## config.mk

```make
export PLATFORM = sky130hd
export DESIGN_NAME = crs_clock_ratio_select_unit
export DESIGN_NICKNAME = d
export VERILOG_FILES = /design/src/hw/crs_pkg.sv /design/src/hw/crs_clock_ratio_select_unit.sv /design/src/hw/crs_tick_gen.sv /design/src/hw/crs_apply_ctl.sv
export SDC_FILE = /design/constraint.sdc
export NUM_CORES = 1
export LEC_CHECK = 0
export ABC_AREA = 1
export ABC_CLOCK_PERIOD_IN_PS = 1500
export BUFFER_PORTS_ARGS = -buffer_cell sky130_fd_sc_hd__buf_4
export CORE_ASPECT_RATIO = 1.75
export CORE_MARGIN = 2
export CORE_UTILIZATION = 47
export CTS_CLUSTER_DIAMETER = 100
export DETAILED_ROUTE_END_ITERATION = 10
export PLACE_DENSITY = 0.78
export SLEW_MARGIN = 30
export SYNTH_ARGS = -nofsm -noshare
export SYNTH_HDL_FRONTEND = slang
export SYNTH_SLANG_ARGS = --single-unit
export TNS_END_PERCENT = 50
```

## constraint.sdc

```tcl
create_clock -name clk -period 1.5 [get_ports clk]
set_clock_uncertainty 0.2 [all_clocks]
set_input_delay 0.225 -clock clk [delete_from_list [all_inputs] [get_ports clk]]
set_output_delay 0.225 -clock clk [all_outputs]
set_load 0.005 [all_outputs]
```

## src/hw/crs_pkg.sv

```systemverilog
// Package of constants and types for the clock ratio select unit.
package crs_pkg;

    // ------------------------------------------------------------------
    // Register map
    // ------------------------------------------------------------------
    localparam int unsigned ADDR_W = 4;
    localparam int unsigned DATA_W = 16;
    localparam logic [3:0] CLOCK_RATIO_CONTROL_ADDR = 4'h0;

    // ------------------------------------------------------------------
    // Field positions of clock_ratio_control
    // ------------------------------------------------------------------
    localparam int unsigned HOLD_HIGH_BIT = 15;
    localparam int unsigned CORE_LSB = 8;
    localparam int unsigned PERIPH_LSB = 4;
    localparam int unsigned EXTBUS_LSB = 0;
    localparam int unsigned RATIO_W = 3;
    localparam logic [15:0] WRITABLE_MASK = 16'h8777;

    // ------------------------------------------------------------------
    // Ratio codes and reset values
    // ------------------------------------------------------------------
    localparam logic [2:0] RATIO_X4 = 3'h0;
    localparam logic [2:0] RATIO_X2 = 3'h1;
    localparam logic [2:0] RATIO_X1 = 3'h2;
    localparam logic [2:0] RATIO_HALF = 3'h3;
    localparam logic [2:0] RATIO_RESET = RATIO_X1;
    localparam logic HOLD_HIGH_RESET = 1'b0;
    localparam logic [15:0] CONTROL_RESET = 16'h0222;

    // ------------------------------------------------------------------
    // Timing: fast clock is the input clock multiplied by a fixed factor
    // ------------------------------------------------------------------
    localparam int unsigned PLL_FACTOR = 4;
    localparam int unsigned CLK_PERIOD_NS = 25;
    localparam int unsigned INPUT_CLK_PERIOD_NS = CLK_PERIOD_NS * PLL_FACTOR;
    localparam int unsigned INPUT_CLK_CYCLES = INPUT_CLK_PERIOD_NS / CLK_PERIOD_NS;
    localparam int unsigned REF_CNT_W = 3;
    localparam logic [1:0] INPUT_CLK_LAST = 2'h3;

    // Applied clock setting, moved as one unit.
    typedef struct packed {
        logic hold_high;
        logic [2:0] core;
        logic [2:0] periph;
        logic [2:0] extbus;
    } crs_setting_s;

endpackage

```

## src/hw/crs_clock_ratio_select_unit.sv

```systemverilog
// Top of the clock ratio select unit: register, clamping and three clocks.
//
// Function
// - Three clocks come from one source: core, peripheral and external bus.
// - Each clock's ratio is chosen on its own, only clamped against the core clock.
// - Writing new ratio codes into the control register changes the clocks.
// - Bit 15 at 0 drives the bus clock onto its pin (a x4 bus code shows there at the x2 rate), at 1 holds the pin high.
// - Bits 14 to 11, 7 and 3 read as zero and software writes zero to them.
// - Core code in bits 10 to 8: 000 x4, 001 x2, 010 x1, 011 x1/2, 1XX forbidden.
// - The core clock goes to the processor and the data transfer controller.
// - A peripheral or bus clock faster than the core clock runs at the core rate.
// - Peripheral code in bits 6 to 4 uses the core encoding, 1XX forbidden.
// - A peripheral setting above the core rate is accepted but runs at the core rate.
// - Bus code in bits 2 to 0 uses the same encoding and is clamped to the core.
// - The oscillator clock is multiplied by four before it is divided.
// - A new setting waits for the bus cycle, then applies within one input clock.
//
// The register addresses and the strobed register port were chosen for this implementation.
module crs_clock_ratio_select_unit
(
    // Clock and reset; clk is the multiplied clock, four times the input clock
    input wire logic clk,
    input wire logic rstn,
    // Register port
    input wire logic [crs_pkg::ADDR_W-1:0] reg_addr,
    input wire logic [crs_pkg::DATA_W-1:0] reg_wdata,
    input wire logic reg_wr,
    input wire logic reg_rd,
    output logic [crs_pkg::DATA_W-1:0] reg_rdata,
    // Bus cycle status from the bus controller
    input wire logic bus_cycle_busy,
    // Derived clocks as one-cycle ticks of clk
    output logic core_tick,
    output logic periph_tick,
    output logic extbus_tick,
    // Bus clock pin and applied state
    output logic bus_clock_pin,
    output logic change_pending,
    output logic [9:0] applied_setting
);

    // ------------------------------------------------------------------
    // Declarations
    // ------------------------------------------------------------------
    logic [15:0] control_r;
    logic [15:0] control_nxt;
    logic [15:0] rdata_r;
    logic [15:0] rdata_nxt;
    crs_pkg::crs_setting_s active_r;
    crs_pkg::crs_setting_s active_nxt;
    logic [crs_pkg::REF_CNT_W-1:0] ref_cnt_r;
    logic [crs_pkg::REF_CNT_W-1:0] ref_cnt_nxt;
    logic pin_r;
    logic pin_nxt;
    logic [2:0] eff_core;
    logic [2:0] eff_periph;
    logic [2:0] eff_extbus;
    logic wr_hit;
    logic apply;
    logic pending;
    logic core_tick_i;
    logic periph_tick_i;
    logic extbus_tick_i;
    logic extbus_phase;
    logic core_phase;
    logic periph_phase;

    assign wr_hit = reg_wr && (reg_addr == crs_pkg::CLOCK_RATIO_CONTROL_ADDR);

    // ------------------------------------------------------------------
    // Control register write
    // ------------------------------------------------------------------
    // A forbidden 1XX code leaves that field unchanged rather than storing a
    // code the dividers cannot serve; the other fields still take the write.
    always_comb
    begin
        control_nxt = control_r;
        if (wr_hit)
        begin
            control_nxt[crs_pkg::HOLD_HIGH_BIT] = reg_wdata[crs_pkg::HOLD_HIGH_BIT];
            if (!reg_wdata[crs_pkg::CORE_LSB+2])
            begin
                control_nxt[crs_pkg::CORE_LSB +: 3] = reg_wdata[crs_pkg::CORE_LSB +: 3];
            end
            if (!reg_wdata[crs_pkg::PERIPH_LSB+2])
            begin
                control_nxt[crs_pkg::PERIPH_LSB +: 3] = reg_wdata[crs_pkg::PERIPH_LSB +: 3];
            end
            if (!reg_wdata[crs_pkg::EXTBUS_LSB+2])
            begin
                control_nxt[crs_pkg::EXTBUS_LSB +: 3] = reg_wdata[crs_pkg::EXTBUS_LSB +: 3];
            end
        end
        control_nxt = control_nxt & crs_pkg::WRITABLE_MASK;
    end

    // Read data stand for exactly the cycle after the read strobe.
    always_comb
    begin
        rdata_nxt = 16'h0000;
        if (reg_rd && (reg_addr == crs_pkg::CLOCK_RATIO_CONTROL_ADDR))
        begin
            rdata_nxt = control_r & crs_pkg::WRITABLE_MASK;
        end
    end

    // Register file and read data.
    always_ff @(posedge clk or negedge rstn)
    begin
        if (!rstn)
        begin
            control_r <= crs_pkg::CONTROL_RESET;
            rdata_r <= 16'h0000;
        end
        else
        begin
            control_r <= control_nxt;
            rdata_r <= rdata_nxt;
        end
    end

    // ------------------------------------------------------------------
    // Clamping against the core clock
    // ------------------------------------------------------------------
    // A larger code is a slower clock, so the effective code is the larger of
    // the two; the core setting wins only when it is the slower.
    always_comb
    begin
        eff_core = control_r[crs_pkg::CORE_LSB +: 3];
        eff_periph = control_r[crs_pkg::PERIPH_LSB +: 3];
        eff_extbus = control_r[crs_pkg::EXTBUS_LSB +: 3];
        if (eff_periph < eff_core)
        begin
            eff_periph = eff_core;
        end
        if (eff_extbus < eff_core)
        begin
            eff_extbus = eff_core;
        end
    end

    // ------------------------------------------------------------------
    // Change control: hold the write until the bus cycle ends
    // ------------------------------------------------------------------
    crs_apply_ctl u_apply
    (
        .clk(clk),
        .rstn(rstn),
        .write_event(wr_hit),
        .bus_cycle_busy(bus_cycle_busy),
        .ref_cnt(ref_cnt_r),
        .pending_r(pending),
        .apply_r(apply)
    );

    // The applied setting changes only on the apply pulse, so a write during a
    // bus cycle never retimes that cycle.
    always_comb
    begin
        active_nxt = active_r;
        if (apply)
        begin
            active_nxt.hold_high = control_r[crs_pkg::HOLD_HIGH_BIT];
            active_nxt.core = eff_core;
            active_nxt.periph = eff_periph;
            active_nxt.extbus = eff_extbus;
        end
    end

    // ------------------------------------------------------------------
    // Reference count: one input clock is four fast cycles
    // ------------------------------------------------------------------
    always_comb
    begin
        ref_cnt_nxt = ref_cnt_r + 3'h1;
    end

    // Register applied setting and reference count.
    always_ff @(posedge clk or negedge rstn)
    begin
        if (!rstn)
        begin
            active_r <= '{crs_pkg::HOLD_HIGH_RESET, crs_pkg::RATIO_RESET,
                crs_pkg::RATIO_RESET, crs_pkg::RATIO_RESET};
            ref_cnt_r <= 3'h0;
        end
        else
        begin
            active_r <= active_nxt;
            ref_cnt_r <= ref_cnt_nxt;
        end
    end

    // ------------------------------------------------------------------
    // Three derived clocks from the one reference count
    // ------------------------------------------------------------------
    crs_tick_gen u_core
    (
        .clk(clk),
        .rstn(rstn),
        .ref_cnt(ref_cnt_r),
        .code(active_r.core),
        .tick_r(core_tick_i),
        .phase_r(core_phase)
    );

    crs_tick_gen u_periph
    (
        .clk(clk),
        .rstn(rstn),
        .ref_cnt(ref_cnt_r),
        .code(active_r.periph),
        .tick_r(periph_tick_i),
        .phase_r(periph_phase)
    );

    crs_tick_gen u_extbus
    (
        .clk(clk),
        .rstn(rstn),
        .ref_cnt(ref_cnt_r),
        .code(active_r.extbus),
        .tick_r(extbus_tick_i),
        .phase_r(extbus_phase)
    );

    // Bus clock pin: driven clock level, or held high.
    always_comb
    begin
        pin_nxt = active_r.hold_high ? 1'b1 : extbus_phase;
    end

    always_ff @(posedge clk or negedge rstn)
    begin
        if (!rstn)
        begin
            pin_r <= 1'b0;
        end
        else
        begin
            pin_r <= pin_nxt;
        end
    end

    // ------------------------------------------------------------------
    // Outputs
    // ------------------------------------------------------------------
    assign reg_rdata = rdata_r;
    assign core_tick = core_tick_i;
    assign periph_tick = periph_tick_i;
    assign extbus_tick = extbus_tick_i;
    assign bus_clock_pin = pin_r;
    assign change_pending = pending;
    assign applied_setting = active_r;

    // ------------------------------------------------------------------
    // Assertions
    // ------------------------------------------------------------------
    property p_reserved_zero;
        @(posedge clk) disable iff (!rstn)
        $past(reg_rd) |-> ((reg_rdata & ~crs_pkg::WRITABLE_MASK) == 16'h0000);
    endproperty
    a_reserved_zero: assert property (p_reserved_zero)
        else $error("Reserved control bits read nonzero.");

    property p_clamp_periph;
        @(posedge clk) disable iff (!rstn)
        active_r.periph >= active_r.core;
    endproperty
    a_clamp_periph: assert property (p_clamp_periph)
        else $error("Peripheral clock faster than core clock.");

    property p_clamp_extbus;
        @(posedge clk) disable iff (!rstn)
        active_r.extbus >= active_r.core;
    endproperty
    a_clamp_extbus: assert property (p_clamp_extbus)
        else $error("Bus clock faster than core clock.");

    property p_hold_high;
        @(posedge clk) disable iff (!rstn)
        active_r.hold_high |=> bus_clock_pin;
    endproperty
    a_hold_high: assert property (p_hold_high)
        else $error("Bus clock pin not held high.");

    property p_no_apply_busy;
        @(posedge clk) disable iff (!rstn)
        $rose(apply) |-> !$past(bus_cycle_busy);
    endproperty
    a_no_apply_busy: assert property (p_no_apply_busy)
        else $error("Setting applied during a bus cycle.");

    property p_apply_bound;
        @(posedge clk) disable iff (!rstn)
        (pending && !bus_cycle_busy) [*4] |-> ##[0:1] apply;
    endproperty
    a_apply_bound: assert property (p_apply_bound)
        else $error("Setting not applied within one input clock.");

    property p_write_takes;
        @(posedge clk) disable iff (!rstn)
        (wr_hit && !reg_wdata[10]) |=> (control_r[10:8] == $past(reg_wdata[10:8]));
    endproperty
    a_write_takes: assert property (p_write_takes)
        else $error("Core ratio write not stored.");

    property p_core_rate;
        @(posedge clk) disable iff (!rstn)
        (active_r.core == crs_pkg::RATIO_X4) [*2] |-> core_tick;
    endproperty
    a_core_rate: assert property (p_core_rate)
        else $error("Core tick missing at times four.");

    property p_no_forbidden;
        @(posedge clk) disable iff (!rstn)
        !control_r[10] && !control_r[6] && !control_r[2];
    endproperty
    a_no_forbidden: assert property (p_no_forbidden)
        else $error("Forbidden ratio code stored.");

endmodule // crs_clock_ratio_select_unit

```

## src/hw/crs_tick_gen.sv

```systemverilog
// Divided clock tick and phase generator for one derived clock.
module crs_tick_gen
(
    // Clock and reset
    input wire logic clk,
    input wire logic rstn,
    // Shared reference count and selected ratio code
    input wire logic [crs_pkg::REF_CNT_W-1:0] ref_cnt,
    input wire logic [2:0] code,
    // Derived clock
    output logic tick_r,
    output logic phase_r
);

    logic tick_nxt;
    logic phase_nxt;
    logic [crs_pkg::REF_CNT_W-1:0] mask;

    // ------------------------------------------------------------------
    // Tick when the low code bits of the count are all ones.
    // ------------------------------------------------------------------
    always_comb
    begin
        mask = 3'h0;
        phase_nxt = ~ref_cnt[0];
        unique case (code)
            3'h0:
            begin
                mask = 3'h0;
                phase_nxt = ~ref_cnt[0];
            end
            3'h1:
            begin
                mask = 3'h1;
                phase_nxt = ~ref_cnt[0];
            end
            3'h2:
            begin
                mask = 3'h3;
                phase_nxt = ~ref_cnt[1];
            end
            3'h3:
            begin
                mask = 3'h7;
                phase_nxt = ~ref_cnt[2];
            end
            // A forbidden code is never stored; should one arrive, run at the slowest rate.
            default:
            begin
                mask = 3'h7;
                phase_nxt = ~ref_cnt[2];
            end
        endcase
        tick_nxt = ((ref_cnt & mask) == mask);
    end

    // Register the tick and the level so the outputs are glitch free.
    always_ff @(posedge clk or negedge rstn)
    begin
        if (!rstn)
        begin
            tick_r <= 1'b0;
            phase_r <= 1'b0;
        end
        else
        begin
            tick_r <= tick_nxt;
            phase_r <= phase_nxt;
        end
    end

endmodule // crs_tick_gen

```

## src/hw/crs_apply_ctl.sv

```systemverilog
// Holds a written setting until the bus cycle ends and an input clock edge comes.
module crs_apply_ctl
(
    // Clock and reset
    input wire logic clk,
    input wire logic rstn,
    // Events
    input wire logic write_event,
    input wire logic bus_cycle_busy,
    input wire logic [crs_pkg::REF_CNT_W-1:0] ref_cnt,
    // Result
    output logic pending_r,
    output logic apply_r
);

    logic pending_nxt;
    logic apply_nxt;
    logic fire;

    // ------------------------------------------------------------------
    // Fire at the last fast cycle of an input clock period once idle.
    // A write in the firing cycle keeps the request pending (set wins).
    // ------------------------------------------------------------------
    always_comb
    begin
        fire = pending_r && !bus_cycle_busy && (ref_cnt[1:0] == crs_pkg::INPUT_CLK_LAST);
        apply_nxt = fire;
        pending_nxt = write_event || (pending_r && !fire);
    end

    // Register the request state.
    always_ff @(posedge clk or negedge rstn)
    begin
        if (!rstn)
        begin
            pending_r <= 1'b0;
            apply_r <= 1'b0;
        end
        else
        begin
            pending_r <= pending_nxt;
            apply_r <= apply_nxt;
        end
    end

endmodule // crs_apply_ctl

```

==> metrics.txt <==
TritonCTS clock tree=done; Final ANT Viol Nets=0; cell area after synthesis=0.001373 mm²; main flop type after synthesis=dfrtp_1; worst hold path class=input pin to register; Tot Pwr=2.394 mW; fraction of layout cells with a size suffix above 1=28.93%; flops & latches, synth=31; I/O pin count=56; Crit path depth=5; vias after detailed routing=1,073; dpl ws=-25.41 ps; Slowest-stage cell, CP=dfstp_2; failing checks=negative hold slack; worst path cell trace=inv_2 > ha_1 > nand2_1 > nand3_1 > o221ai_2; crit path max fanout=5; total grt overflow=0; Fillers=228; Area Growth Syn to Fin=34.00%; worst path required time=1460 ps; Peak supply drop=0.6425 mV; worst setup margin=75.87 ps; Worst-Skew Late Latency=290 ps; wl on met1=936 µm; most instantiated cells after synthesis=25 x dfrtp_1, 25 x nand2_1, 21 x inv_1, 12 x buf_4, 11 x o21ai_0; status=complete, but fails checks; RSZ-0062 raised after global routing=no; Chip Height=75.49 µm; Detail Route met3 WL=191 µm; total CTS buffers=5; Critical R2R Capture=applied_setting[3]; MaxCap Viol Count=0; post-synthesis sequential area ratio=57.06%; overall global routing resource usage=18.31%; gpl congestion=0.7894; post-synth top area cell=dfrtp_1; Async S/R FF share, synth=100.0%; Worst setup SP type=register; post-synthesis cell count=142; clk sink count=31; Avg Cell Area, Syn=9.666 µm²; Worst Setup SP=control_r[9]; Reg2Reg Setup Slack=80 ps; initial DRC count=26; Routed WL=2.728 mm; Leak=0.9623 nW; Post-synth EDFFs=0; setup_tns=0 ps; Synth area leaders=dfrtp_1 46%, dfstp_2 11%, nand2_1 6.8%, buf_4 6.6%, inv_1 5.7%; Vias/cell=4.769; kind of cell adding the most delay to the critical path=flip-flops; final setup vio count=0; path depth of the worst reg2reg path=5; post-DR wirelength/cell=12.12 µm; Hold Fails Final Rpt=1; power density cells=1301 mW/mm²; Period minus WS final=1424 ps; DR pass1 iterations=4; critical path type=register to register; WP buf/inv=1; Clock Tree Root=clkbuf_8; DP HPWL=2.007 mm; Final Max Slew Viols=0; vias in the first global route=1,047; drt drc=0; Tcrit/Tclk final=94.94%; largest net degree at the start of global routing=32; synth warn=0; f_max=702.2 MHz; Yosys cell types=22; max incr delay on CP=540 ps; num rows=26; Die W=44.85 µm; Met2 Wirelength=1.518 mm; first-pass GRT wire length=4.278 mm; R2R Path Start=control_r[9]; WP data arrival=1380 ps; highest metal used=met4; clk buf depth=2; initial core utilization=47.95%; crit path to=applied_setting[3]; core footprint=0.002863 mm²; Worst setup EP type=register; ANT cells=0; initial antenna violation count=0; Yosys top cell area share=45.58%; Max H-tree Level=2; port bufs=37; CTS clk-pin slew, worst paths=60 ps; die area=0.003386 mm²; Nets=227; WHS=-4.357 ps
routing by layer:
layer / track usage, % / vias to the layer above
met1: 17.67 / 486
met3: 5.687 / 9
met2: 33.01 / 48
li1: - / 530
met5: 0 / -
met4: 10.78 / 0
final cells by class:
cell class                      instances  area [µm²]  share of cell area, %
Sequential cell                        31       783.3                  42.59
Multi-Input combinational cell         88       462.9                  25.17
Timing Repair Buffer                   50       402.9                  21.90
Inverter                               21       78.83                  4.286
Clock buffer                            7       76.32                  4.150
Tap cell                               28       35.03                  1.905
sequential cells by signal, indices dropped and copies added (netlist names), 3 cells and up:
register	flops
ref_cnt_r	3
control_r	7
reg_rdata	7
applied_setting	7
stage by stage:
| step | instance area (µm²) | hold slack [ps] | utilization (%) | std cells |
|---|---|---|---|---|
| detailed placement | 1632 | -26.28 | 56.99 | 205 |
| finish | 1839 | -4.357 | 64.25 | 225 |
| global placement | 1632 | -39.87 | 56.99 | 205 |
| CTS | 1818 | 4.860 | 63.51 | 223 |
| global route | 1839 | 23.43 | 64.25 | 225 |
| floorplan | 1414 | -270.6 | - | 153 |
cells in the final DEF (no fill, tap or decap), drive strengths merged, types with 2 or more instances in the layout:
cell	count
o221ai	2
ha	5
inv	21
nor2	13
dlygate4sd3	11
conb	12
clkbuf	7
nand2	26
nand3	9
nor3	2
dfrtp	25
dfstp	6
buf	39
o21ai	12
nand4	3
where the power goes:
group | total, mW | switching (mW) | internal [mW]
registers | 1.16 | 0.0997 | 1.06
clock network | 0.606 | 0.288 | 0.318
logic | 0.629 | 0.285 | 0.344
timing repair:
action                                 in CTS  in global routing
pin swaps                                   0                  0
endpoints found under the hold margin      40                  0
hold buffers                               11                  0
setup endpoints to repair                   1                  1
gates cloned                                0                  0
buffers inserted                            0                  2
resized for setup                           1                  1
worst register-to-register path, cell delays in order, from the launching register on:
cell and delay (ps):
dfstp_2 540, inv_2 70, ha_1 270, nand2_1 50, nand3_1 70, o221ai_2 90
worst min path at each step:
stage / slack, ps / cells after the start / from / endpoint
after floorplan: -270 / 0 / rstn / applied_setting[0]
final: -4 / 4 / reg_wdata[6] / control_r[5]
after global routing: 20 / 4 / reg_wdata[6] / control_r[5]
after CTS: 5 / 4 / reg_wdata[6] / control_r[5]
after detailed placement: -30 / 1 / rstn / bus_clock_pin
after global placement: -40 / 1 / rstn / bus_clock_pin
cells by family (layout without fill, tap and decap cells):
kind of cell / count (synthesis) / count (layout) / share of synthesized area [%]
flip-flops: 31 / 31 / 57.06
XOR/XNOR: 1 / 1 / 0.6382
buffers and inverters: 34 / 78 / 12.67
AO/OA/AOI/OAI: 15 / 15 / 6.016
AND/OR/NAND/NOR: 55 / 55 / 18.78
adder cells (fa/ha/maj): 5 / 5 / 4.558
other: 1 / 12 / 0.2732
No activity file was read; power rests on OpenSTA's default activity.
